--- config.mk ---
export PLATFORM = sky130hd
export DESIGN_NAME = mph_power_handshake
export DESIGN_NICKNAME = d
export VERILOG_FILES = /design/src/mph_pkg.sv /design/src/mph_pin_if.sv /design/src/mph_sync.sv /design/src/mph_power_handshake.sv
export SDC_FILE = /design/constraint.sdc
export NUM_CORES = 1
export LEC_CHECK = 0
export ABC_AREA = 1
export BUFFER_PORTS_ARGS = -buffer_cell sky130_fd_sc_hd__buf_4
export CAP_MARGIN = 0
export CORE_ASPECT_RATIO = 1.2
export CORE_MARGIN = 8
export CORE_UTILIZATION = 56
export CTS_BUF_LIST = sky130_fd_sc_hd__clkbuf_2
export DETAILED_ROUTE_END_ITERATION = 10
export PLACE_DENSITY = 0.81
export SYNTH_ARGS = -nofsm -noshare
export SYNTH_HDL_FRONTEND = slang
export SYNTH_HIERARCHICAL = 1
export SYNTH_SLANG_ARGS = --single-unit
--- constraint.sdc ---
create_clock -name clk -period 1.4 [get_ports clk]
set_input_delay 0.14 -clock clk [delete_from_list [all_inputs] [get_ports clk]]
set_output_delay 0.14 -clock clk [all_outputs]
set_load 0.02 [all_outputs]
--- src/mph_pkg.sv ---
// ============================================================
// shared constants for the module power handshake
// ============================================================
package mph_pkg;

  // clock rate and timing figures
  localparam int unsigned CLK_MHZ        = 125;
  localparam int unsigned DEBOUNCE_US    = 1000;  // enable debounce, 1 ms
  localparam int unsigned MIN_LOW_US     = 100;   // least enable-low time
  localparam int unsigned DEBOUNCE_CYC   = DEBOUNCE_US * CLK_MHZ;
  localparam int unsigned MIN_LOW_CYC    = MIN_LOW_US * CLK_MHZ;
  localparam int unsigned CNT_W          = 20;

  // synchroniser pin group layout
  localparam int unsigned PIN_W          = 8;
  localparam int unsigned PIN_PWR_EN     = 0;
  localparam int unsigned PIN_RST_IN     = 1;
  localparam int unsigned PIN_SLEEP_WAKE = 2;
  localparam int unsigned PIN_STRAP_N    = 3;
  localparam int unsigned PIN_WAKE_LSB   = 4;
  localparam int unsigned WAKE_W         = 4;
  localparam logic [7:0]  PIN_RST_VAL    = 8'h0a;  // reset line and strap idle high

  // power domains
  localparam int unsigned DOM_W          = 4;
  localparam logic [3:0]  DOM_ALL_ON     = 4'hf;
  localparam logic [3:0]  DOM_SLEEP      = 4'h1;  // only the always-on island
  localparam logic [3:0]  DOM_OFF        = 4'h0;

  // power states
  typedef enum logic [2:0] {
    ST_OFF   = 3'b000,
    ST_PWRUP = 3'b001,
    ST_ON    = 3'b010,
    ST_SLEEP = 3'b011
  } mph_state_t;

endpackage : mph_pkg

--- src/mph_pin_if.sv ---
`timescale 1ns/1ps
`default_nettype none
// ============================================================
// raw pins in, settled levels out
// ============================================================
interface mph_pin_if;
  logic [mph_pkg::PIN_W-1:0] raw;
  logic [mph_pkg::PIN_W-1:0] clean;
  modport sync_side (input raw, output clean);
  modport core_side (output raw, input clean);
endinterface : mph_pin_if
`default_nettype wire

--- src/mph_sync.sv ---
`timescale 1ns/1ps
`default_nettype none
// ============================================================
// three-flop synchroniser with agreement filter
// ============================================================
module mph_sync
#(
  parameter int unsigned          W       = 8,
  parameter logic [W-1:0]         RST_VAL = '0
)
(
  input  wire logic               clk,
  input  wire logic               nrst,
  mph_pin_if.sync_side            pins
);

  logic [W-1:0] s1_q;
  logic [W-1:0] s2_q;
  logic [W-1:0] s3_q;
  logic [W-1:0] out_q;
  logic [W-1:0] out_d;

  // a bit only moves once flops two and three agree
  always_comb
  begin
    for (int i = 0; i < W; i++)
    begin
      out_d[i] = (s2_q[i] == s3_q[i]) ? s3_q[i] : out_q[i];
    end
  end

  // first flop feeds only the second
  always_ff @(posedge clk or negedge nrst)
  begin
    if (!nrst)
    begin
      s1_q  <= RST_VAL;
      s2_q  <= RST_VAL;
      s3_q  <= RST_VAL;
      out_q <= RST_VAL;
    end
    else
    begin
      s1_q  <= pins.raw;
      s2_q  <= s1_q;
      s3_q  <= s2_q;
      out_q <= out_d;
    end
  end

  assign pins.clean = out_q;

endmodule : mph_sync
`default_nettype wire

--- src/mph_power_handshake.sv ---
`timescale 1ns/1ps
`default_nettype none
// Behaviour
// - shutdown_request_n low asks carrier for shutdown
// - release reset only after power-up finishes
// - reset covers module logic and storage
// - module_sleep_n low only in deep sleep
// - sleep_wake_request asks sleep entry or exit
// - enabled wake source resumes from deep sleep
// - gate idle domains, hold states in sleep
// - low recovery strap forces recovery boot
// - enable removed, module asserts system_reset_n
// - enable low 100 us starts hardware shutdown
// - debounce power enable for 1 ms
module mph_power_handshake
#(
  parameter int unsigned DEBOUNCE_CYC = mph_pkg::DEBOUNCE_CYC,
  parameter int unsigned MIN_LOW_CYC  = mph_pkg::MIN_LOW_CYC
)
(
  input  wire logic                      clk,
  input  wire logic                      nrst,
  input  wire logic                      module_power_enable,
  input  wire logic                      system_reset_n_i,
  output var  logic                      system_reset_n_o,
  output var  logic                      system_reset_n_oe,
  output var  logic                      shutdown_request_n,
  output var  logic                      module_sleep_n,
  input  wire logic                      sleep_wake_request,
  input  wire logic                      recovery_strap_n,
  input  wire logic [mph_pkg::WAKE_W-1:0] wake_src,
  input  wire logic [mph_pkg::WAKE_W-1:0] wake_enable,
  input  wire logic                      shutdown_event,
  input  wire logic                      power_seq_done,
  input  wire logic [mph_pkg::DOM_W-1:0]  domain_idle,
  output var  logic [mph_pkg::DOM_W-1:0]  domain_power_en,
  output var  logic                      core_reset_n,
  output var  logic                      storage_reset_n,
  output var  logic                      hold_io_state,
  output var  logic                      recovery_boot
);

  // ==========================================================
  // pin synchronisers
  // ==========================================================
  mph_pin_if pins ();

  assign pins.raw = {wake_src, recovery_strap_n, sleep_wake_request,
                     system_reset_n_i, module_power_enable};

  mph_sync #(.W(mph_pkg::PIN_W), .RST_VAL(mph_pkg::PIN_RST_VAL)) u_sync (
    .clk  (clk),
    .nrst (nrst),
    .pins (pins)
  );

  logic                       en_s;
  logic                       rst_in_s;
  logic                       sw_s;
  logic                       strap_n_s;
  logic [mph_pkg::WAKE_W-1:0] wake_s;

  assign en_s      = pins.clean[mph_pkg::PIN_PWR_EN];
  assign rst_in_s  = pins.clean[mph_pkg::PIN_RST_IN];
  assign sw_s      = pins.clean[mph_pkg::PIN_SLEEP_WAKE];
  assign strap_n_s = pins.clean[mph_pkg::PIN_STRAP_N];
  assign wake_s    = pins.clean[mph_pkg::PIN_WAKE_LSB +: mph_pkg::WAKE_W];

  // ==========================================================
  // enable debounce and low-time measurement
  // ==========================================================
  logic [mph_pkg::CNT_W-1:0] deb_cnt_q;
  logic [mph_pkg::CNT_W-1:0] deb_cnt_d;
  logic                      en_deb_q;
  logic                      en_deb_d;
  logic [mph_pkg::CNT_W-1:0] low_cnt_q;
  logic [mph_pkg::CNT_W-1:0] low_cnt_d;
  logic                      hw_shut;

  // counter end points, cut to the counter width on purpose
  localparam int unsigned               DEB_M1   = DEBOUNCE_CYC - 1;
  localparam int unsigned               LOW_M1   = MIN_LOW_CYC - 1;
  localparam logic [mph_pkg::CNT_W-1:0] DEB_LAST = DEB_M1[mph_pkg::CNT_W-1:0];
  localparam logic [mph_pkg::CNT_W-1:0] LOW_LAST = LOW_M1[mph_pkg::CNT_W-1:0];

  // any glitch back to the settled level restarts the count
  always_comb
  begin
    en_deb_d  = en_deb_q;
    deb_cnt_d = '0;
    low_cnt_d = '0;
    hw_shut   = 1'b0;
    if (en_s != en_deb_q)
    begin
      if (deb_cnt_q == DEB_LAST)
      begin
        en_deb_d = en_s;
      end
      else
      begin
        deb_cnt_d = deb_cnt_q + 1'b1;
      end
    end
    if (!en_s)
    begin
      if (low_cnt_q == LOW_LAST)
      begin
        hw_shut   = 1'b1;
        low_cnt_d = low_cnt_q;                          // saturate
      end
      else
      begin
        low_cnt_d = low_cnt_q + 1'b1;
      end
    end
  end

  always_ff @(posedge clk or negedge nrst)
  begin
    if (!nrst)
    begin
      deb_cnt_q <= '0;
      en_deb_q  <= 1'b0;
      low_cnt_q <= '0;
    end
    else
    begin
      deb_cnt_q <= deb_cnt_d;
      en_deb_q  <= en_deb_d;
      low_cnt_q <= low_cnt_d;
    end
  end

  // ==========================================================
  // power state machine and registered outputs
  // ==========================================================
  localparam mph_pkg::mph_state_t ST_OFF   = mph_pkg::ST_OFF;
  localparam mph_pkg::mph_state_t ST_PWRUP = mph_pkg::ST_PWRUP;
  localparam mph_pkg::mph_state_t ST_ON    = mph_pkg::ST_ON;
  localparam mph_pkg::mph_state_t ST_SLEEP = mph_pkg::ST_SLEEP;

  mph_pkg::mph_state_t         st_q;
  mph_pkg::mph_state_t         st_d;
  logic                        sw_prev_q;
  logic                        pend_q;
  logic                        pend_d;
  logic                        oe_q;
  logic                        oe_d;
  logic                        sleep_n_q;
  logic                        sleep_n_d;
  logic [4:0]                  oe_hist_q;
  logic [4:0]                  oe_hist_d;
  logic                        sreq_n_q;
  logic                        rst_n_q;
  logic                        hold_q;
  logic [mph_pkg::DOM_W-1:0]   dom_q;
  logic [mph_pkg::DOM_W-1:0]   dom_d;
  logic                        rec_q;
  logic                        rec_d;
  logic                        ext_rst;
  logic                        wake_hit;

  // carrier reset only seen once our own release has crossed the synchroniser,
  // else the stale low read-back would look like a carrier reset
  assign ext_rst  = !oe_q && (oe_hist_q == 5'h00) && !rst_in_s;
  assign wake_hit = |(wake_s & wake_enable) || (sw_prev_q && !sw_s);

  always_comb
  begin
    st_d  = st_q;
    rec_d = rec_q;
    unique case (st_q)
      ST_OFF:
      begin
        if (en_deb_q)
        begin
          st_d  = ST_PWRUP;
          rec_d = !strap_n_s;
        end
      end
      ST_PWRUP:
      begin
        if (!en_deb_q)
        begin
          st_d = ST_OFF;
        end
        else if (power_seq_done)
        begin
          st_d = ST_ON;
        end
      end
      ST_ON:
      begin
        if (!en_deb_q)
        begin
          st_d = ST_OFF;
        end
        else if (ext_rst)
        begin
          st_d = ST_PWRUP;
        end
        else if (sw_s && !sw_prev_q)
        begin
          st_d = ST_SLEEP;
        end
      end
      ST_SLEEP:
      begin
        if (!en_deb_q)
        begin
          st_d = ST_OFF;
        end
        else if (ext_rst)
        begin
          st_d = ST_PWRUP;
        end
        else if (wake_hit)
        begin
          st_d = ST_ON;
        end
      end
      default:
      begin
        st_d = ST_OFF;
      end
    endcase
  end

  // outputs other than shutdown_request_n follow the next state so they land with it
  always_comb
  begin
    oe_d   = (st_d == ST_OFF) || (st_d == ST_PWRUP);
    sleep_n_d = (st_d != ST_SLEEP);
    oe_hist_d = {oe_hist_q[3:0], oe_q};
    // off clears, and wins over a set in the same cycle
    pend_d = (pend_q || shutdown_event || hw_shut) && (st_q != ST_OFF);
    unique case (st_d)
      ST_ON:    dom_d = ~domain_idle;
      ST_SLEEP: dom_d = mph_pkg::DOM_SLEEP;
      ST_PWRUP: dom_d = mph_pkg::DOM_ALL_ON;
      default:  dom_d = mph_pkg::DOM_OFF;
    endcase
  end

  always_ff @(posedge clk or negedge nrst)
  begin
    if (!nrst)
    begin
      st_q      <= ST_OFF;
      sw_prev_q <= 1'b0;
      pend_q    <= 1'b0;
      oe_q      <= 1'b1;
      sleep_n_q <= 1'b1;
      oe_hist_q <= 5'h1f;
      sreq_n_q  <= 1'b1;
      rst_n_q   <= 1'b0;
      hold_q    <= 1'b0;
      dom_q     <= mph_pkg::DOM_OFF;
      rec_q     <= 1'b0;
    end
    else
    begin
      st_q      <= st_d;
      sw_prev_q <= sw_s;
      pend_q    <= pend_d;
      oe_q      <= oe_d;
      sleep_n_q <= sleep_n_d;
      oe_hist_q <= oe_hist_d;
      sreq_n_q  <= !pend_d;
      rst_n_q   <= !oe_d;
      hold_q    <= !sleep_n_d;
      dom_q     <= dom_d;
      rec_q     <= rec_d;
    end
  end

  // open drain: the pin value is always low, only the enable moves
  always_ff @(posedge clk or negedge nrst)
  begin
    if (!nrst)
    begin
      system_reset_n_o <= 1'b0;
    end
    else
    begin
      system_reset_n_o <= 1'b0;
    end
  end

  assign system_reset_n_oe  = oe_q;
  assign shutdown_request_n = sreq_n_q;
  assign module_sleep_n     = sleep_n_q;
  assign domain_power_en    = dom_q;
  assign core_reset_n       = rst_n_q;
  assign storage_reset_n    = rst_n_q;
  assign hold_io_state      = hold_q;
  assign recovery_boot      = rec_q;

  // ==========================================================
  // assertions
  // ==========================================================
  property p_shut_req;
    @(posedge clk) disable iff (!nrst)
    (shutdown_event && st_q != ST_OFF) |=> !shutdown_request_n;
  endproperty
  a_shut_req: assert property (p_shut_req) else $error("shutdown request not raised");

  property p_shut_idle;
    @(posedge clk) disable iff (!nrst)
    (st_q == ST_OFF) |=> shutdown_request_n || $past(shutdown_event) || $past(hw_shut);
  endproperty
  a_shut_idle: assert property (p_shut_idle) else $error("stray shutdown request");

  property p_release;
    @(posedge clk) disable iff (!nrst)
    $fell(system_reset_n_oe) |-> $past(st_q) == ST_PWRUP && $past(power_seq_done);
  endproperty
  a_release: assert property (p_release) else $error("reset released too early");

  property p_off_reset;
    @(posedge clk) disable iff (!nrst)
    (st_q == ST_ON && !en_deb_q) |=> system_reset_n_oe && st_q == ST_OFF;
  endproperty
  a_off_reset: assert property (p_off_reset) else $error("reset not asserted on disable");

  property p_ext_reset;
    @(posedge clk) disable iff (!nrst)
    (st_q == ST_ON && en_deb_q && ext_rst) |=> !core_reset_n ##0 !storage_reset_n;
  endproperty
  a_ext_reset: assert property (p_ext_reset) else $error("carrier reset ignored");

  property p_sleep_pin;
    @(posedge clk) disable iff (!nrst)
    (st_q == ST_SLEEP) == !module_sleep_n;
  endproperty
  a_sleep_pin: assert property (p_sleep_pin) else $error("sleep pin mismatch");

  property p_wake;
    @(posedge clk) disable iff (!nrst)
    (st_q == ST_SLEEP && en_deb_q && !ext_rst && |(wake_s & wake_enable))
      |=> st_q == ST_ON ##1 module_sleep_n;
  endproperty
  a_wake: assert property (p_wake) else $error("enabled wake lost");

  property p_gate;
    @(posedge clk) disable iff (!nrst)
    (st_q == ST_SLEEP) |-> domain_power_en == mph_pkg::DOM_SLEEP && hold_io_state;
  endproperty
  a_gate: assert property (p_gate) else $error("sleep domains wrong");

  property p_strap;
    @(posedge clk) disable iff (!nrst)
    (st_q == ST_OFF && en_deb_q) |=> recovery_boot == !$past(strap_n_s);
  endproperty
  a_strap: assert property (p_strap) else $error("strap not captured");

  property p_hw_shut;
    @(posedge clk) disable iff (!nrst)
    (low_cnt_q == LOW_LAST && !en_s && st_q != ST_OFF)
      |=> !shutdown_request_n;
  endproperty
  a_hw_shut: assert property (p_hw_shut) else $error("hardware shutdown missed");

  property p_debounce;
    @(posedge clk) disable iff (!nrst)
    $changed(en_deb_q) |-> $past(deb_cnt_q) == DEB_LAST;
  endproperty
  a_debounce: assert property (p_debounce) else $error("enable moved before debounce");

  property p_cov_on;
    @(posedge clk) disable iff (!nrst)
    st_q == ST_PWRUP ##1 st_q == ST_ON;
  endproperty
  c_cov_on: cover property (p_cov_on);

  property p_cov_sleep;
    @(posedge clk) disable iff (!nrst)
    st_q == ST_SLEEP ##1 st_q == ST_ON;
  endproperty
  c_cov_sleep: cover property (p_cov_sleep);

  property p_cov_off;
    @(posedge clk) disable iff (!nrst)
    !shutdown_request_n ##[1:300] st_q == ST_OFF;
  endproperty
  c_cov_off: cover property (p_cov_off);

endmodule : mph_power_handshake
`default_nettype wire

==> run_results.csv <==
group,metric,value,unit
run_status,status,"complete, but fails checks",
run_status,violations,"negative setup slack",
clock_network,clock_latency,590,ps
synth,ys_types,29,
critical_path,path_class,"flop to flop",
synth,avgSynthCellArea,8.82,sq um
clock_network,cts_buffer_depth,2,
final_layout,multi_input_area,1780,sq um
grt,grt_max_degree,47,
hold_path,hold_path.class,"input pin to flop",
grt,grt_use_met2,34.5,%
place,io_buffers,30,
route,viasPerCell,5.58,
power_and_ir_drop,clock_power_share,30.3,%
clock_network,cts_sinks,93,
synth,yosys_warnings,6,
power_and_ir_drop,p_total,4.92,mW
timing,min_period,1520,ps
floorplanning,die_x,94.0,um
grt,grt_usage,19.4,%
timing,rsz0062_at_grt,"true",
place,dp_slack,1.28,ps
clock_network,cts_max_level,3,
floorplanning,ios,32,
grt,grt_pass1_wl,15800,um
power_and_ir_drop,power_density,923,nW/um^2
grt,antenna_found_initial,0,
place,place.gp.congestion,0.975,
critical_path,required,1950,ps
synth,seq_area_frac_synth,57.4,%
final_layout,drive_gt1_share,33.8,%
power_and_ir_drop,p_comb_share,10.5,%
timing,timing.setup.tns,-1150,ps
clock_network,cts_buffers,9,
final_layout,register_area,2360,sq um
timing,finalCritPeriodShare,109,%
route,drc_errors,0,
place,place.detailed.hpwl,6060,um
synth,synth-seq-cells,93,
route,drt_iter0_drc,217,
route,ant_nets,0,
floorplanning,die_height,110,um
critical_path,cp_max_fo,4,
route,route.vias.total,3613,
route,postRouteWirelength,10800,um
final_layout,nets,574,
grt,use_met1,22.0,%
floorplanning,initial_core_util,57.2,%
timing,setup_viol,24,
route,avgRoutedWirePerCell,16.7,um
power_and_ir_drop,p_sw,1.41,mW
final_layout,syn_to_final_growth,30.2,%
power_and_ir_drop,leakagePower,2.51,nW
timing,finalHoldViolCount,0,
final_layout,layout_commonest_cell,"nand2_1",
floorplanning,rows,34,
floorplanning,die-area,10300,sq um
clock_network,clkTransAtPathRegs,280,ps
timing,drv_slew,0,
clock_network,cts_tree,"yes",
grt,top_usage_layer,"met2",
power_and_ir_drop,pwr-share-seq,59.2,%
timing,fmax,657,MHz
critical_path,endpoint_kind,"flop",
final_layout,antenna_cells,0,
grt,grt_use_met3,4.51,%
timing,whs,146,ps
synth,synth_area,4090,sq um
critical_path,crit_arrival,2070,ps
synth,syn_inst,464,
final_layout,fillers,446,
critical_path,crit_path_start_kind,"flop",
grt,grt_pass1_vias,3482,
route,drt_pass1_iterations,5,
grt,gr-total-overflow,0,
timing,setup_ws,-121,ps
clock_network,root_buffer,"clkbuf_2",
final_layout,final_cell_mix,"nand2_1, dfrtp_1, nor2_1",
power_and_ir_drop,p_int,3.51,mW
timing,clock_skew,33.2,ps
power_and_ir_drop,swShare,28.7,%
power_and_ir_drop,vdd_drop_max,0.863,mV
run,drv_cap,0,
floorplanning,coreArea,7150,sq um
-- metal layers --
| metal | share of wire (%) | up-vias | wire length, um |
|---|---|---|---|
| li1 | - | 1654 | - |
| met1 | 37 | 1741 | 3950 |
| met2 | 53 | 174 | 5770 |
| met3 | 6.1 | 44 | 663 |
| met4 | 3.8 | 0 | 408 |
| met5 | 0 | - | 0 |
-- power by group through the flow --
stage	Clock, mW	Sequential (mW)	Combinational [mW]
after detailed placement	0	2.92	0.350
after global routing	1.62	2.92	0.564
final	1.49	2.91	0.516
after floorplan	0	2.91	0.160
after CTS	1.51	2.87	0.421
after global placement	0	2.91	0.331
-- cells by family (layout without fill, tap and decap cells) --
kind of cell             after synthesis  after routing  synth area share, %
adder cells (fa/ha/maj)                2              2                0.612
XOR/XNOR                              11             11                 2.36
buffers and inverters                 64            156                 6.15
flip-flops                            93             93                 57.4
AND/OR/NAND/NOR                      253            253                 28.4
other                                  1              2               0.0917
AO/OA/AOI/OAI                         40             40                 4.96
-- timing repair --
action | 4_1_cts | 5_1_grt
buffers inserted | 6 | 18
hold buffers | 17 | 1
pin swaps | 0 | 27
gates resized for setup | 5 | 91
endpoints found under the hold margin | 111 | 17
endpoints found under the setup margin | 7 | 57
-- final cells by class --
cell class	instances	area share, %
Timing Repair Buffer	80	13.3
Sequential cell	93	44.3
Multi-Input combinational cell	308	33.3
Clock inverter	7	1.74
Clock buffer	9	0.846
Inverter	60	4.32
Tap cell	90	2.11
-- cells in the mapped netlist --
master / count / area (sq um)
nand2_1: 93 / 349
nor2_1: 81 / 304
dfrtp_1: 77 / 1930
inv_1: 48 / 180
nand3_1: 37 / 185
a21oi_1: 24 / 120
dfstp_2: 16 / 420
nor3_1: 12 / 60.1
inv_2: 11 / 41.3
nand4_1: 11 / 68.8
xor2_1: 11 / 96.3
o21ai_0: 7 / 35.0
o21ai_1: 7 / 35.0
nor2_2: 5 / 31.3
nor3_2: 4 / 40.0
a31oi_1: 2 / 12.5
buf_4: 2 / 15.0
ha_1: 2 / 25.0
nand3_2: 2 / 20.0
nand4_4: 2 / 42.5
nor2_4: 2 / 22.5
buf_2: 1 / 5.00
clkbuf_1: 1 / 3.75
conb_1: 1 / 3.75
inv_4: 1 / 6.26
nand2_2: 1 / 6.26
nor2_8: 1 / 20.0
nor3b_1: 1 / 7.51
or2_1: 1 / 6.26
-- flip-flops by register name, summed over array words and instances (netlist names) --
signal              count
deb_cnt_q              20
low_cnt_q              20
u_sync/pins.clean       8
u_sync/s1_q             8
u_sync/s2_q             8
u_sync/s3_q             8
oe_hist_q               5
domain_power_en         4
st_q                    3
core_reset_n            1
en_deb_q                1
hold_io_state           1
module_sleep_n          1
pend_q                  1
recovery_boot           1
shutdown_request_n      1
sw_prev_q               1
system_reset_n_oe       1
-- critical path, cell delays in order (launching register included) --
cell	delay, ps
dfstp_2	450
buf_6	110
nor2_2	120
nand2_2	80
o21ai_2	210
nand2_1	70
nand2_1	150
nand3_1	170
nand2_1	120
-- metrics by stage --
stage | util [%] | instances | cell area [sq um]
floorplan | - | 465 | 4090
global placement | 63.0 | 590 | 4500
detailed placement | 63.0 | 590 | 4500
CTS | 68.1 | 629 | 4870
global route | 74.5 | 647 | 5330
finish | 74.5 | 647 | 5330
-- path summary, 6_finish.rpt --
| check | from | end | slack, ps | cells past startpoint |
|---|---|---|---|---|
| max | system_reset_n_oe | domain_power_en[3] | -120 | 8 |
| min | wake_enable[0] | hold_io_state | 150 | 8 |
| max reg2reg | system_reset_n_oe | domain_power_en[3] | -120 | 8 |
| min reg2reg | u_sync/s1_q[0] | u_sync/s2_q[0] | 370 | 0 |
| max in group asynchronous | nrst | u_sync/s3_q[3] | 300 | 4 |
| min in group asynchronous | nrst | deb_cnt_q[8] | 490 | 3 |
Power figures use the tool's default switching activity.
